**config.mk**
```make
export PLATFORM = sky130hd
export DESIGN_NAME = service_cycle_sequencer
export DESIGN_NICKNAME = d
export VERILOG_FILES = /design/src/inc/svc_seq_pkg.sv /design/src/pulse_train.sv /design/src/byte_fifo.sv /design/src/service_cycle_sequencer.sv
export SDC_FILE = /design/constraint.sdc
export NUM_CORES = 1
export LEC_CHECK = 0
export BUFFER_PORTS_ARGS = -buffer_cell sky130_fd_sc_hd__buf_2
export CAP_MARGIN = 20
export CORE_AREA = 2 2 234 121
export DETAILED_ROUTE_END_ITERATION = 10
export DIE_AREA = 0 0 236 123
export PLACE_DENSITY_LB_ADDON = 0.2
export SYNTH_ARGS = -nofsm -noshare
export SYNTH_HDL_FRONTEND = slang
export SYNTH_SLANG_ARGS = --single-unit
```
**constraint.sdc**
```tcl
create_clock -name clk_sys -period 3.25 [get_ports clk_sys]
set_clock_uncertainty 0.1 [all_clocks]
set_input_delay 0.4875 -clock clk_sys [delete_from_list [all_inputs] [get_ports clk_sys]]
set_output_delay 0.4875 -clock clk_sys [all_outputs]
set_load 0.02 [all_outputs]
```
**src/inc/svc_seq_pkg.sv**
```systemverilog
package svc_seq_pkg;
    localparam int PULSE_GAP = 1;
    localparam int NUM_PULSES = 5;
    localparam int BYTE_ADDR_LOW_W = 3;
    localparam int BYTE_ADDR_HIGH_W = 16;
    localparam int COUNT_W = 16;
    localparam int SUBCH_W = 8;
    localparam int DATA_W = 32;
    localparam int FLAGS_W = 16;
    localparam int SIL_BIT = 6;
    localparam int STAT_LO = 8;
    localparam int STAT_HI = 14;
    localparam int FIFO_DEPTH = 16;
    localparam logic [15:0] FLAGS_RST = 16'h0000;
    localparam logic [31:0] WORD_RST = 32'h0000_0000;

    typedef enum {
        PH_IDLE, PH_CONNECT, PH_ADDRESS, PH_INTAKE, PH_XFER,
        PH_CARRY, PH_FETCH1, PH_FETCH2, PH_LOAD, PH_TERM
    } phase_e;
endpackage

```
**src/pulse_train.sv**
```systemverilog
`timescale 1ns/1ps
// Delay-line model: a start pulse yields T0..T4 one cycle apart
module pulse_train #(
    parameter int PULSES = 5
) (
    // Clock and reset
    input wire logic clk_sys,
    input wire logic srst,
    // Control
    input wire logic start,
    output logic busy,
    output logic [PULSES-1:0] tap
);
    logic [PULSES-1:0] shift_reg;

    // --------------------------------------------------------
    // Pulse shifter
    // --------------------------------------------------------
    // Restart is refused while running, like a real delay line
    always_ff @(posedge clk_sys) begin
        if (srst) begin
            shift_reg <= '0;
        end else if (start && !busy) begin
            shift_reg <= {{(PULSES-1){1'b0}}, 1'b1};
        end else begin
            shift_reg <= {shift_reg[PULSES-2:0], 1'b0};
        end
    end

    assign tap = shift_reg;
    assign busy = |shift_reg;
endmodule

```
**src/byte_fifo.sv**
```systemverilog
`timescale 1ns/1ps
// Simple synchronous FIFO with valid/ready on both sides
module byte_fifo #(
    parameter int WIDTH = 8,
    parameter int DEPTH = 16
) (
    // Clock and reset
    input wire logic clk_sys,
    input wire logic srst,
    // Fill side
    input wire logic inValid,
    output logic inReady,
    input wire logic [WIDTH-1:0] inData,
    // Drain side
    output logic outValid,
    input wire logic outReady,
    output logic [WIDTH-1:0] outData
);
    localparam int AW = $clog2(DEPTH);
    logic [WIDTH-1:0] mem [DEPTH];
    logic [AW-1:0] wrPtr_reg;
    logic [AW-1:0] rdPtr_reg;
    logic [AW:0] count_reg;
    logic doWr;
    logic doRd;

    assign inReady = (count_reg != (AW+1)'(DEPTH));
    assign outValid = (count_reg != '0);
    assign doWr = inValid && inReady;
    assign doRd = outValid && outReady;
    assign outData = mem[rdPtr_reg];

    // --------------------------------------------------------
    // Storage and pointers
    // --------------------------------------------------------
    always_ff @(posedge clk_sys) begin
        if (doWr) begin
            mem[wrPtr_reg] <= inData;
        end
    end

    // Pointers wrap at a power-of-two depth
    always_ff @(posedge clk_sys) begin
        if (srst) begin
            wrPtr_reg <= '0;
            rdPtr_reg <= '0;
            count_reg <= '0;
        end else begin
            if (doWr) begin
                wrPtr_reg <= wrPtr_reg + 1'b1;
            end
            if (doRd) begin
                rdPtr_reg <= rdPtr_reg + 1'b1;
            end
            count_reg <= count_reg + (AW+1)'(doWr) - (AW+1)'(doRd);
        end
    end
endmodule

```
**src/service_cycle_sequencer.sv**
```systemverilog
`timescale 1ns/1ps
module service_cycle_sequencer
    import svc_seq_pkg::*;
#(
    parameter int COUNT_BITS = svc_seq_pkg::COUNT_W
) (
    // Clock and reset
    input wire logic clk_sys,
    input wire logic srst,
    // Controller interface
    input wire logic serviceCall,
    output logic ackServiceCallIndicator,
    output logic functionStrobe,
    input wire logic functionStrobeLeadingResponse,
    input wire logic [svc_seq_pkg::SUBCH_W-1:0] functionResponseLines,
    input wire logic requestStrobe,
    output logic requestStrobeAck,
    input wire logic dataOrderLine,
    input wire logic inputOutputLine,
    input wire logic deviceEndData,
    input wire logic [7:0] statusByte,
    output logic endServiceOut,
    output logic endDataOut,
    // Outgoing byte stream
    output logic byteValid,
    input wire logic byteReady,
    output logic [7:0] byteData,
    // Memory port
    output logic memReq,
    output logic [18:0] memAddr,
    input wire logic memAck,
    input wire logic [svc_seq_pkg::DATA_W-1:0] memData,
    // Subchannel context, loaded and returned by the outside store
    output logic [svc_seq_pkg::SUBCH_W-1:0] subchannelAddr,
    input wire logic [18:0] byteAddrIn,
    input wire logic [COUNT_BITS-1:0] byteCountIn,
    input wire logic dataChainIn,
    input wire logic errorHaltEnableIn,
    input wire logic incorrectLengthIn,
    input wire logic [svc_seq_pkg::FLAGS_W-1:0] flagStatusIn,
    output logic [svc_seq_pkg::FLAGS_W-1:0] workingStatus,
    output logic errorReport,
    output logic [7:0] terminalOrder,
    output logic cycleDone
);
    phase_e phase_reg;
    logic [NUM_PULSES-1:0] tap;
    logic trainBusy;
    logic trainStart;
    logic functionIndicator_reg, fsPending_reg, ackOne_reg, ackTwo_reg;
    logic permit_reg, firstPass_reg, orderFlag_reg, endData_reg;
    logic endService_reg, boundary_reg, termOrder_reg, zeroCount_reg;
    logic errorHalt_reg, carryIn_reg, branch_reg, memPend_reg;
    logic [18:0] byteAddr_reg;
    logic [COUNT_BITS-1:0] byteCount_reg;
    logic [DATA_W-1:0] holding_reg;
    logic [7:0] order_reg;
    logic [FLAGS_W-1:0] work_reg;
    logic fifoInReady;
    logic pushByte;
    logic lowCarry;
    logic startCond;

    // --------------------------------------------------------
    // Phase timing
    // --------------------------------------------------------
    // pulse train per phase
    pulse_train #(.PULSES(NUM_PULSES)) u_train (
        .clk_sys(clk_sys),
        .srst(srst),
        .start(trainStart),
        .busy(trainBusy),
        .tap(tap)
    );

    assign lowCarry = &byteAddr_reg[BYTE_ADDR_LOW_W-1:0];

    // Start condition of the current phase's pulse train
    always_comb begin
        startCond = 1'b0;
        case (phase_reg)
            PH_CONNECT: startCond = serviceCall && permit_reg;
            PH_ADDRESS: startCond = functionStrobeLeadingResponse;
            PH_INTAKE: startCond = requestStrobe && !memPend_reg;
            // Byte waits for FIFO room so stalls reach the phase
            PH_XFER: startCond = fifoInReady;
            PH_FETCH1, PH_FETCH2, PH_LOAD: startCond = !memPend_reg;
            PH_CARRY: startCond = 1'b1;
            // strobe, stage two primed, no memory
            // Stage two stays primed (clear) from intake T1 until the
            // strobe drops, so waiting for it set would never start
            PH_TERM: startCond = requestStrobe && !ackTwo_reg
                && !memPend_reg;
            default: startCond = 1'b0;
        endcase
    end
    assign trainStart = startCond && !trainBusy;

    // --------------------------------------------------------
    // Phase latch
    // --------------------------------------------------------
    always_ff @(posedge clk_sys) begin
        if (srst) begin
            phase_reg <= PH_CONNECT;
        end else if (tap[4]) begin
            case (phase_reg)
                PH_CONNECT: phase_reg <= PH_ADDRESS;
                PH_ADDRESS: phase_reg <= PH_INTAKE;
                PH_INTAKE: begin
                    if (orderFlag_reg || errorHalt_reg ||
                        !endService_reg) begin
                        phase_reg <= orderFlag_reg ? PH_TERM : PH_XFER;
                    end else begin
                        phase_reg <= PH_TERM;
                    end
                end
                PH_XFER: begin
                    if (zeroCount_reg && dataChainIn && !errorHalt_reg) begin
                        phase_reg <= PH_FETCH1;
                    end else if (!zeroCount_reg && branch_reg) begin
                        phase_reg <= PH_CARRY;
                    end else if (zeroCount_reg || endData_reg) begin
                        phase_reg <= PH_TERM;
                    end else begin
                        phase_reg <= PH_XFER;
                    end
                end
                PH_CARRY: phase_reg <= endData_reg ? PH_TERM : PH_XFER;
                PH_FETCH1: phase_reg <= PH_FETCH2;
                PH_FETCH2: phase_reg <= branch_reg ? PH_FETCH1 : PH_LOAD;
                PH_LOAD: phase_reg <= PH_TERM;
                PH_TERM: phase_reg <= PH_CONNECT;
                default: phase_reg <= PH_CONNECT;
            endcase
        end
    end

    // --------------------------------------------------------
    // Connection handshake
    // --------------------------------------------------------
    always_ff @(posedge clk_sys) begin
        if (srst) begin
            functionIndicator_reg <= 1'b0;
            fsPending_reg <= 1'b0;
        end else begin
            if (phase_reg == PH_CONNECT && tap[2] && serviceCall) begin
                functionIndicator_reg <= 1'b1;
            end else if (phase_reg == PH_INTAKE && tap[1]) begin
                functionIndicator_reg <= 1'b0;
            end
            if (phase_reg == PH_CONNECT && tap[4] &&
                functionIndicator_reg) begin
                fsPending_reg <= 1'b1;
            end else if (functionStrobeLeadingResponse) begin
                fsPending_reg <= 1'b0;
            end
        end
    end

    // New-operation permit
    always_ff @(posedge clk_sys) begin
        if (srst) begin
            permit_reg <= 1'b1;
        end else if (phase_reg == PH_INTAKE && tap[2]) begin
            permit_reg <= 1'b0;
        end else if (phase_reg == PH_TERM && tap[4]) begin
            permit_reg <= 1'b1;
        end
    end

    // --------------------------------------------------------
    // Subchannel select
    // --------------------------------------------------------
    always_ff @(posedge clk_sys) begin
        if (srst) begin
            subchannelAddr <= '0;
        end else if (phase_reg == PH_ADDRESS && tap[0]) begin
            subchannelAddr <= '0;
        end else if (phase_reg == PH_ADDRESS && tap[1] &&
                     functionIndicator_reg) begin
            subchannelAddr <= functionResponseLines;
        end
    end

    // --------------------------------------------------------
    // Cycle flags
    // --------------------------------------------------------
    always_ff @(posedge clk_sys) begin
        if (srst || (phase_reg == PH_ADDRESS && tap[1])) begin
            orderFlag_reg <= 1'b0;
            errorHalt_reg <= 1'b0;
            termOrder_reg <= 1'b0;
            zeroCount_reg <= 1'b0;
            boundary_reg <= 1'b0;
            endData_reg <= 1'b0;
            endService_reg <= 1'b0;
            branch_reg <= 1'b0;
            firstPass_reg <= !srst;
        end else begin
            if (phase_reg == PH_INTAKE && tap[1] && dataOrderLine &&
                !inputOutputLine) begin
                orderFlag_reg <= 1'b1;
            end
            if (phase_reg == PH_INTAKE && tap[0] && lowCarry) begin
                endData_reg <= 1'b1;
                endService_reg <= 1'b1;
                boundary_reg <= 1'b1;
            end else if (phase_reg == PH_INTAKE && tap[2] &&
                         orderFlag_reg) begin
                endService_reg <= 1'b0;
                termOrder_reg <= 1'b1;
            end
            if (phase_reg == PH_XFER && tap[2]) begin
                firstPass_reg <= 1'b0;
                branch_reg <= &byteAddr_reg[BYTE_ADDR_LOW_W-1:0];
                if (deviceEndData) begin
                    endData_reg <= 1'b1;
                end
                if (byteCount_reg == COUNT_BITS'(1)) begin
                    zeroCount_reg <= 1'b1;
                    termOrder_reg <= !dataChainIn;
                end
            end
            // Branch flag from the first command word's order bits
            if (phase_reg == PH_FETCH1 && tap[3]) begin
                branch_reg <= (memData[27:24] == 4'h8);
            end
            if (phase_reg == PH_TERM && tap[0] && errorHaltEnableIn &&
                incorrectLengthIn && !flagStatusIn[SIL_BIT]) begin
                errorHalt_reg <= 1'b1;
            end
        end
    end

    // --------------------------------------------------------
    // Acknowledge stages
    // --------------------------------------------------------
    always_ff @(posedge clk_sys) begin
        if (srst) begin
            ackOne_reg <= 1'b0;
            ackTwo_reg <= 1'b1;
        end else begin
            if ((phase_reg == PH_INTAKE || phase_reg == PH_TERM) &&
                tap[0]) begin
                ackOne_reg <= 1'b0;
            end else if ((phase_reg == PH_TERM || phase_reg == PH_XFER) &&
                         tap[3]) begin
                ackOne_reg <= 1'b1;
            end
            if (phase_reg == PH_INTAKE && tap[1]) begin
                ackTwo_reg <= 1'b0;
            end else if (ackOne_reg && !requestStrobe) begin
                ackTwo_reg <= 1'b1;
            end
        end
    end

    assign requestStrobeAck = ackOne_reg && !ackTwo_reg;

    // --------------------------------------------------------
    // Address, count and memory
    // --------------------------------------------------------
    always_ff @(posedge clk_sys) begin
        if (srst) begin
            byteAddr_reg <= '0;
            byteCount_reg <= '0;
            memPend_reg <= 1'b0;
            holding_reg <= WORD_RST;
            carryIn_reg <= 1'b1;
        end else begin
            if (phase_reg == PH_ADDRESS && tap[2]) begin
                byteAddr_reg <= byteAddrIn;
                byteCount_reg <= byteCountIn;
                carryIn_reg <= 1'b1;
            end
            if ((phase_reg == PH_INTAKE && tap[3] && !orderFlag_reg) ||
                ((phase_reg == PH_FETCH1 || phase_reg == PH_FETCH2) &&
                 tap[1])) begin
                memPend_reg <= 1'b1;
            end else if (memAck) begin
                memPend_reg <= 1'b0;
                holding_reg <= memData;
            end
            if (phase_reg == PH_XFER && tap[3]) begin
                byteCount_reg <= byteCount_reg - COUNT_BITS'(1);
                byteAddr_reg[BYTE_ADDR_LOW_W-1:0] <=
                    byteAddr_reg[BYTE_ADDR_LOW_W-1:0] + 1'b1;
            end
            if (phase_reg == PH_CARRY && tap[1]) begin
                byteAddr_reg[18:BYTE_ADDR_LOW_W] <=
                    byteAddr_reg[18:BYTE_ADDR_LOW_W] + 1'b1;
            end
            if (phase_reg == PH_LOAD && tap[2]) begin
                byteCount_reg <= memData[COUNT_BITS-1:0];
                byteAddr_reg <= holding_reg[18:0];
            end
            if (phase_reg == PH_TERM && tap[0]) begin
                holding_reg <= WORD_RST;
                carryIn_reg <= 1'b0;
            end
        end
    end

    assign memReq = memPend_reg;
    assign memAddr = byteAddr_reg;

    // --------------------------------------------------------
    // Byte stream through FIFO
    // --------------------------------------------------------
    // one byte per transfer phase
    assign pushByte = (phase_reg == PH_XFER) && tap[1];

    byte_fifo #(.WIDTH(8), .DEPTH(FIFO_DEPTH)) u_fifo (
        .clk_sys(clk_sys),
        .srst(srst),
        .inValid(pushByte),
        .inReady(fifoInReady),
        .inData(holding_reg[8*byteAddr_reg[1:0] +: 8]),
        .outValid(byteValid),
        .outReady(byteReady),
        .outData(byteData)
    );

    // --------------------------------------------------------
    // Termination
    // --------------------------------------------------------
    always_ff @(posedge clk_sys) begin
        if (srst) begin
            order_reg <= '0;
            work_reg <= FLAGS_RST;
            cycleDone <= 1'b0;
        end else begin
            cycleDone <= (phase_reg == PH_TERM) && tap[4];
            if (phase_reg == PH_TERM && tap[0] && termOrder_reg) begin
                order_reg <= '0;
            end else if (phase_reg == PH_TERM && tap[2] && termOrder_reg) begin
                order_reg <= statusByte;
            end
            if (phase_reg == PH_TERM && tap[1]) begin
                work_reg[STAT_HI:STAT_LO] <= flagStatusIn[STAT_HI:STAT_LO];
                if (errorHalt_reg) begin
                    work_reg[7:0] <= flagStatusIn[7:0];
                end else begin
                    work_reg[7:0] <= holding_reg[7:0];
                end
            end
        end
    end

    assign ackServiceCallIndicator = functionIndicator_reg;
    assign functionStrobe = fsPending_reg;
    assign endServiceOut = endService_reg;
    assign endDataOut = endData_reg;
    assign workingStatus = work_reg;
    assign errorReport = errorHalt_reg;
    assign terminalOrder = order_reg;
endmodule

```
==> out/results.txt, run 1 <==
layout cells sized above 1: 0.273
average via count per standard cell: 5.68
cell depth of the worst hold path: 2
power density over the cells: 570 nW/µm²
time the worst path needs with I/O delays and setup: 3150 ps
number of max-slew violations in the final report: 0
Worst R2R Path Depth: 14
Worst setup EP type: primary output
row cnt: 43
TritonCTS clock tree: yes
FF/Latch Area: 6610 µm²
antenna violations before repair: 1
Setup CP Type: flop to primary output
die footprint: 29000 µm²
Synthesized Nets: 1144
number of storage elements in the synthesis netlist: 266
Worst IR Drop VDD: 336 µV
Total Negative Setup Slacks: 0 ps
timing-limited maximum frequency: 318 MHz
via count of the first global-routing pass: 8248
sequential element share of the synthesized area: 0.551
setup violators final: 0
data arrival at the endpoint of the critical path: 2560 ps
Num CTS Buffers: 25
core region area: 27100 µm²
CP max stage delay: 570 ps
detailed placement HPWL: 25.1 mm
worst setup slack before clock tree synthesis: 106 ps
sort of element at the start of the critical path: flop
maximum fanout along the worst path: 20
Total Routing Usage GR: 0.237
data required time at the worst endpoint: 2660 ps
Synth async-reset ratio: 0
main flop type after synthesis: dfxtp_1
routed via count: 8912
count of nets left with antenna violations after detail routing: 0
total number of nets in the final design: 1319
largest net degree at the start of global routing: 46
Routed WL per cell: 22.1 µm
Pre-antenna DRT Iters: 5
most numerous cell on the critical path: mux4_2
clock latency on the worst-skew pair: 530 ps
Hold Vio Cnt, Final: 0
Multi-input gate area: 5000 µm²
cells after synthesis: 1015
clock-pin slew of the registers on the worst-case setup and hold paths: 70 ps
total number of yosys warnings: 0
Max Buffers Root-to-Sink: 3
fillers: 2381
clock sink count: 266
slew at the pin with the worst max-slew slack: 898 ps
most frequent standard cell in the layout excluding fill and tap cells: buf_2
final setup margin: 101 ps
initial standard-cell utilization of the core: 0.443
hold-fix buffers at CTS: 0
max capacitance violation total: 0
Final Core Density: 0.526
leakage dissipation: 0.00543 µW
max reg flops: 128
area added between synthesis and finish: 18.8%
library cells used by synthesis: 76
H-tree Lvls: 1
final period utilization: 0.969
leading cell types in the layout, fill and taps excluded: buf_2, nor2_1, dfxtp_1
remaining design rule violation count: 0
highest-delay cell along the critical path: mux4_2
crit-path cells: buf_12 > mux4_2 > mux4_2 > buf_2
Post-Syn Area per Cell: 11.8 µm²
Cell Area, Synth: 12000 µm²
die boundary height: 123 µm
post-layout total power: 8110 µW
I/O pin total: 180
final global-route overflow total: 0
Antenna Diode Count: 0
result of the run: complete, no violations
CTS root buffer: clkbuf_16
HP Class: input pin to flop
Starting DRT DRC Count: 971
Detailed Route WL: 34.6 mm
weighted congestion reported at the end of routability-driven placement: 0.848
global-route wire length before repair: 51.4 mm
width of the chip: 236 µm
number of enable flip-flop cells after synthesis: 128
number of buffers added on ports: 177
headroom to the max-slew limit: 0.399
-- cells by family (layout without fill, tap and decap cells) --
family                     Yosys count  after routing  share of synthesized area
AOI/OAI and AO/OA                  172            172                     0.0988
xor gates and xnor gates            29             29                     0.0212
adders and majority gates           17             17                     0.0184
buffers and inverters               91            284                     0.0324
DFF                                266            266                      0.551
muxes                              111            111                      0.143
other                                1              1                   0.000313
and+or+nand+nor                    328            328                      0.134
-- where the power goes --
part	total, µW	internal [µW]	switching [µW]
Clock	3170	1870	1300
Sequential	3700	3590	112
Combinational	1240	630	613
Total	8110	6080	2030
-- Yosys cell counts, types with 10 or more instances --
| library cell | n | area share |
|---|---|---|
| edfxtp_1 | 128 | 0.32 |
| nor3_1 | 17 | 0.0071 |
| nand4_1 | 11 | 0.0057 |
| inv_1 | 20 | 0.0063 |
| a211oi_1 | 20 | 0.013 |
| nand2_1 | 53 | 0.017 |
| mux4_2 | 48 | 0.090 |
| mux2i_1 | 62 | 0.052 |
| o21ai_0 | 27 | 0.011 |
| xnor2_1 | 18 | 0.013 |
| o32ai_1 | 11 | 0.0080 |
| clkbuf_1 | 34 | 0.011 |
| dfxtp_1 | 138 | 0.23 |
| a22oi_1 | 10 | 0.0063 |
| ha_1 | 16 | 0.017 |
| xor2_1 | 11 | 0.0080 |
| buf_2 | 25 | 0.010 |
| nor2b_1 | 12 | 0.0063 |
| nand3_1 | 20 | 0.0084 |
| a21oi_1 | 41 | 0.017 |
| nand2b_1 | 11 | 0.0057 |
| nor2_1 | 151 | 0.047 |
| a31oi_1 | 12 | 0.0063 |
-- final cells by class --
cell class / count / area share
clock buffer: 32 / 0.0472
timing repair buffer: 219 / 0.0862
clock inverter: 13 / 0.0142
inverter: 20 / 0.00528
tap: 360 / 0.0317
multi-input combinational: 658 / 0.351
sequential: 266 / 0.464
-- routing by layer --
| layer | wire length, µm | track usage |
|---|---|---|
| met5 | 0 | 0 |
| met1 | 17800 | 0.390 |
| met4 | 495 | 0.0426 |
| met2 | 13300 | 0.315 |
| met3 | 3010 | 0.0462 |
-- final timing paths --
| kind | endpoint | from | slack [ps] |
|---|---|---|---|
| max | byteData[0] | flop | 100 |
| min | termOrder_reg | dataChainIn | 80 |
| max reg2reg | u_fifo.count_reg[4] | u_fifo.count_reg[3] | 190 |
| min reg2reg | workingStatus[14] | workingStatus[14] | 350 |
-- through the flow --
step                instance area, µm²  hold WS, ps  std cells
CTS                              14200         63.6       1567
global route                     14200         77.3       1568
finish                           14200         84.9       1568
detailed placement               13300          343       1522
floorplan                        12000          358       1015
global placement                 13300          339       1522
-- critical path, delay by kind of cell, from the launching register on --
family / cells / cell delay [ps]
flops: 1 / 510
mux: 2 / 1090
buf+inv: 2 / 420
-- repair_timing --
item                       CTS  global route
resized for setup            0             3
setup endpoints to repair    0             1
buffers inserted             0             1
Note: power is estimated with default switching activity, not from simulation.
==> run 2: changes to the inputs <==
CORE_AREA = 2 2 212 110   (was 2 2 234 121)
DIE_AREA = 0 0 214 112   (was 0 0 236 123)
==> run 2 against run 1 <==
Clock-buffer cell count stayed put; sequential power about the same; via count increased by 1.7%; worst hold slack got worse by 17 ps; critical path type unchanged; global-route usage rose by 4.3 points; combinational power up 3%; total power shrank 3.3%; largest cell class unchanged; final cell count is 3.5% lower; die area is 17% lower; wire length down 4.7%; highest routed layer unchanged; first-iteration DRC count up 5.1%; non-clock buffer count fell by 1.
==> out/results.txt, run 2 (synthesis gave the netlist of run 1 again) <==
result of the run: complete, no violations
detailed placement HPWL: 24.1 mm
area added between synthesis and finish: 17.3%
max capacitance violation total: 0
Hold Vio Cnt, Final: 0
Detailed Route WL: 33.0 mm
timing-limited maximum frequency: 325 MHz
initial standard-cell utilization of the core: 0.540
die footprint: 24000 µm²
leakage dissipation: 0.00538 µW
Worst setup EP type: primary output
row cnt: 39
max reg flops: 128
most frequent standard cell in the layout excluding fill and tap cells: buf_2
antenna violations before repair: 1
met2 WL: 12.7 mm
Total Routing Usage GR: 0.280
total number of nets in the final design: 1317
HP Class: input pin to flop
FF/Latch Area: 6610 µm²
sort of element at the start of the critical path: flop
global-route wire length before repair: 51.1 mm
final global-route overflow total: 0
die boundary height: 112 µm
count of nets left with antenna violations after detail routing: 0
highest routed metal layer: met4
data arrival at the endpoint of the critical path: 2490 ps
number of max-slew violations in the final report: 0
layout cells sized above 1: 0.267
data required time at the worst endpoint: 2660 ps
via count of the first global-routing pass: 8530
Pre-antenna DRT Iters: 6
I/O pin total: 180
core region area: 22200 µm²
Routed WL per cell: 21.8 µm
setup repair after global routing missed its margin: no
maximum fanout along the worst path: 15
power density over the cells: 558 nW/µm²
headroom to the max-slew limit: 0.437
average via count per standard cell: 5.99
setup violators final: 0
slew at the pin with the worst max-slew slack: 841 ps
leading cell types in the layout, fill and taps excluded: buf_2, nor2_1, dfxtp_1
number of buffers added on ports: 177
post-layout total power: 7840 µW
TritonCTS clock tree: yes
Num CTS Buffers: 24
clock-pin slew of the registers on the worst-case setup and hold paths: 70 ps
Total Negative Setup Slacks: 0 ps
clock latency on the worst-skew pair: 530 ps
wire length on met1: 16.2 mm
Antenna Diode Count: 0
weighted congestion reported at the end of routability-driven placement: 0.917
Setup CP Type: flop to primary output
routed via count: 9064
width of the chip: 214 µm
time the worst path needs with I/O delays and setup: 3080 ps
Starting DRT DRC Count: 1021
H-tree Lvls: 1
final period utilization: 0.947
clock sink count: 266
Multi-input gate area: 4990 µm²
largest net degree at the start of global routing: 42
CTS root buffer: clkbuf_16
remaining design rule violation count: 0
Worst IR Drop VDD: 317 µV
Met3 Routed Length: 3.77 mm
Max Buffers Root-to-Sink: 3
fillers: 1784
-- run 2: cell types whose count changed in the layout (fill, tap and decap cells not counted), sizes merged --
cell and delta:
buf -1, bufinv -3, inv +2
-- run 2: through the flow --
stage | cell area (µm²) | utilization | setup slack [ps] | hold WS, ps | instances
after floorplan | 12000 | - | 131 | 358 | 1015
after global placement | 13300 | 0.597 | 198 | 339 | 1469
after detailed placement | 13300 | 0.597 | 152 | 344 | 1469
after CTS | 14000 | 0.633 | 121 | 49.2 | 1513
after global routing | 14000 | 0.633 | 35.9 | 58.5 | 1513
final | 14000 | 0.633 | 174 | 67.8 | 1513
-- run 2: final timing paths --
path / from / endpoint / slack [ps] / depth (start not counted)
min: dataChainIn / termOrder_reg / 70 / 2
max: flop / byteData[3] / 170 / 4
max reg2reg: u_fifo.count_reg[2] / u_fifo.count_reg[4] / 190 / 14
min reg2reg: workingStatus[12] / workingStatus[12] / 350 / 2
-- run 2: worst max-delay path, stage by stage (launching register included) --
cell and delay, ps:
dfxtp_4 530, buf_4 230, mux4_2 540, mux4_2 480, buf_2 170
-- run 2: power by group --
part | leakage [µW] | internal, µW | switching [µW] | total (µW)
sequential | 0.00229 | 3590 | 128 | 3720
combinational | 0.00271 | 655 | 621 | 1280
clock | 0.000385 | 1610 | 1240 | 2850
total | 0.00538 | 5850 | 1990 | 7840
-- run 2: timing repair --
item,CTS,global route
gates resized for setup,1,2
hold buffers,0,0
setup buffers,0,0
endpoints found under the setup margin,7,1
endpoints found under the hold margin,0,0
-- run 2: area by class of cell --
| type | count | share of cell area |
|---|---|---|
| clock buffers | 32 | 0.0478 |
| multi-input cells | 658 | 0.356 |
| repair buffers | 218 | 0.0859 |
| clock inverters | 12 | 0.00748 |
| well taps | 307 | 0.0273 |
| flip-flops and latches | 266 | 0.471 |
| inverters | 20 | 0.00534 |
-- run 2: layer usage --
metal,vias to the layer above,GRT usage
met5,-,0
met4,0,0.0485
met3,35,0.0626
met2,453,0.359
met1,4464,0.475
li1,4112,-
==> run 3: changes to the inputs <==
CORE_AREA = 2 2 222 115   (was 2 2 212 110)
DIE_AREA = 0 0 224 117   (was 0 0 214 112)
==> run 3 against run 2 <==
Clock-buffer cell count down 4; global-route usage down 2.5 points; sequential power down 1%; largest cell class unchanged; sequential share of layout area down 0.28 points; worst hold slack better by 15 ps.
==> out/results.txt, run 3 (synthesis gave the netlist of run 1 again) <==
Num CTS Buffers: 24
Max Buffers Root-to-Sink: 3
Routed WL per cell: 21.8 µm
endpoint of the worst register-to-register path: u_fifo.count_reg[4]
H-tree Lvls: 1
Multi-input gate area: 4990 µm²
Worst IR Drop VDD: 287 µV
die footprint: 26200 µm²
data required time at the worst endpoint: 3610 ps
TritonCTS clock tree: yes
Final Core Density: 0.577
Hold Vio Cnt, Final: 0
max capacitance violation total: 0
FF/Latch Area: 6610 µm²
most frequent standard cell in the layout excluding fill and tap cells: buf_2
wire length on met1: 16.6 mm
initial standard-cell utilization of the core: 0.490
power density over the cells: 567 nW/µm²
total number of nets in the final design: 1314
CTS root buffer: clkbuf_16
area added between synthesis and finish: 17.9%
Detailed Route WL: 33.2 mm
width of the chip: 224 µm
antenna violations before repair: 1
total stage count of the critical path: 14
timing-limited maximum frequency: 327 MHz
leakage dissipation: 0.00539 µW
kind of cell adding the most delay to the critical path: simple AND/OR/NAND/NOR gates
I/O pin total: 180
Bufs and invs on worst path: 4
Reg2Reg Setup Slack: 190 ps
average via count per standard cell: 5.79
headroom to the max-slew limit: 0.394
hold-fix buffers at CTS: 0
most numerous cell on the critical path: inv_1
CP max stage delay: 610 ps
count of nets left with antenna violations after detail routing: 0
maximum fanout along the worst path: 5
via count of the first global-routing pass: 8155
clock-pin slew of the registers on the worst-case setup and hold paths: 70 ps
final period utilization: 0.940
slew at the pin with the worst max-slew slack: 906 ps
die boundary height: 117 µm
Total Routing Usage GR: 0.255
start point of the critical path: u_fifo.count_reg[3]
clock sink count: 266
number of max-slew violations in the final report: 0
setup repair after global routing missed its margin: no
result of the run: complete, no violations
leading cell types in the layout, fill and taps excluded: buf_2, nor2_1, dfxtp_1
cell depth of the worst hold path: 2
Setup CP Type: flop to flop
highest-delay cell along the critical path: or4b_2
number of buffers added on ports: 177
remaining design rule violation count: 0
Total Negative Setup Slacks: 0 ps
Worst setup EP type: flop
capturing element of the worst setup path: u_fifo.count_reg[4]
postcts setup bufs: 0
met2 WL: 12.8 mm
Pre-antenna DRT Iters: 5
global-route wire length before repair: 49.8 mm
Met3 Routed Length: 3.40 mm
time the worst path needs with I/O delays and setup: 3060 ps
largest net degree at the start of global routing: 39
row cnt: 41
clock latency on the worst-skew pair: 530 ps
layout cells sized above 1: 0.269
weighted congestion reported at the end of routability-driven placement: 0.896
Worst R2R Path Depth: 14
HP Class: input pin to flop
detailed placement HPWL: 24.0 mm
data arrival at the endpoint of the critical path: 3410 ps
Starting DRT DRC Count: 930
crit-path cells: inv_1 > ha_1 > or4b_2 > and2_4 > ha_1 > inv_1 > ha_1 > inv_1 > fa_1 > inv_1 > a21oi_1 > nor2_1 > or3_1 > a21oi_1
final global-route overflow total: 0
fillers: 2033
max reg flops: 128
sort of element at the start of the critical path: flop
core region area: 24500 µm²
highest routed metal layer: met4
routed via count: 8837
setup violators final: 0
startpoint of the most critical register-to-register path: u_fifo.count_reg[3]
-- run 3: changes by cell type in the layout (fill, tap and decap cells not counted), moves of 3 or more --
cell	previous run	this run
diode_2	0	3
buf_4	40	37
bufinv_16	2	5
clkbuf_1	5	2
clkinv_4	0	3
inv_1	23	20
-- run 3: cell type report --
class / count / area share
Inverter: 20 / 0.00532
Timing Repair Buffer: 215 / 0.0838
Sequential cell: 266 / 0.468
Antenna cell: 3 / 0.000532
Clock inverter: 15 / 0.0146
Clock buffer: 28 / 0.0458
Multi-Input combinational cell: 658 / 0.354
Tap cell: 322 / 0.0285
-- run 3: what timing repair did --
item | 4_1_cts | 5_1_grt
gates resized for setup | 0 | 2
endpoints found under the setup margin | 0 | 1
endpoints found under the hold margin | 0 | 0
-- run 3: worst min path at each step --
stage                         to  slack (ps)               from
2_1_floorplan    holding_reg[19]         360    holding_reg[19]
3_3_place_gp   workingStatus[12]         340  workingStatus[12]
3_5_place_dp   workingStatus[13]         350  workingStatus[13]
5_1_grt            termOrder_reg          70        dataChainIn
4_1_cts            termOrder_reg          70        dataChainIn
6_report           termOrder_reg          80        dataChainIn
-- run 3: power breakdown --
| part | leakage, µW | internal, µW | switching (µW) |
|---|---|---|---|
| clock network | 0.000411 | 1820 | 1260 |
| registers | 0.00229 | 3590 | 92.8 |
| logic | 0.00269 | 612 | 638 |
| total | 0.00539 | 6020 | 1990 |
-- run 3: worst reg2reg max path: stages (launching register included) --
cell and delay, ps:
dfxtp_1 320, inv_1 80, ha_1 160, or4b_2 610, and2_4 210, ha_1 270
inv_1 40, ha_1 200, inv_1 80, fa_1 200, inv_1 50, a21oi_1 120
nor2_1 70, or3_1 340, a21oi_1 140
-- run 3: through the flow --
step / power (µW) / std cells / instance area [µm²] / hold slack [ps] / worst slack, ps
finish: 8010 / 1527 / 14100 / 82.9 / 194
global route: 8300 / 1524 / 14100 / 74.6 / 12.9
CTS: 8050 / 1524 / 14100 / 70.3 / 122
detailed placement: 5000 / 1481 / 13300 / 351 / 139
global placement: 4980 / 1481 / 13300 / 339 / 199
floorplan: 4610 / 1015 / 12000 / 358 / 131
-- run 3: per-layer routing --
layer  global-route usage  up-vias
li1                     -     4118
met1                0.427     4313
met2                0.329      378
met3               0.0582       28
met4               0.0418        0
met5                    0        -
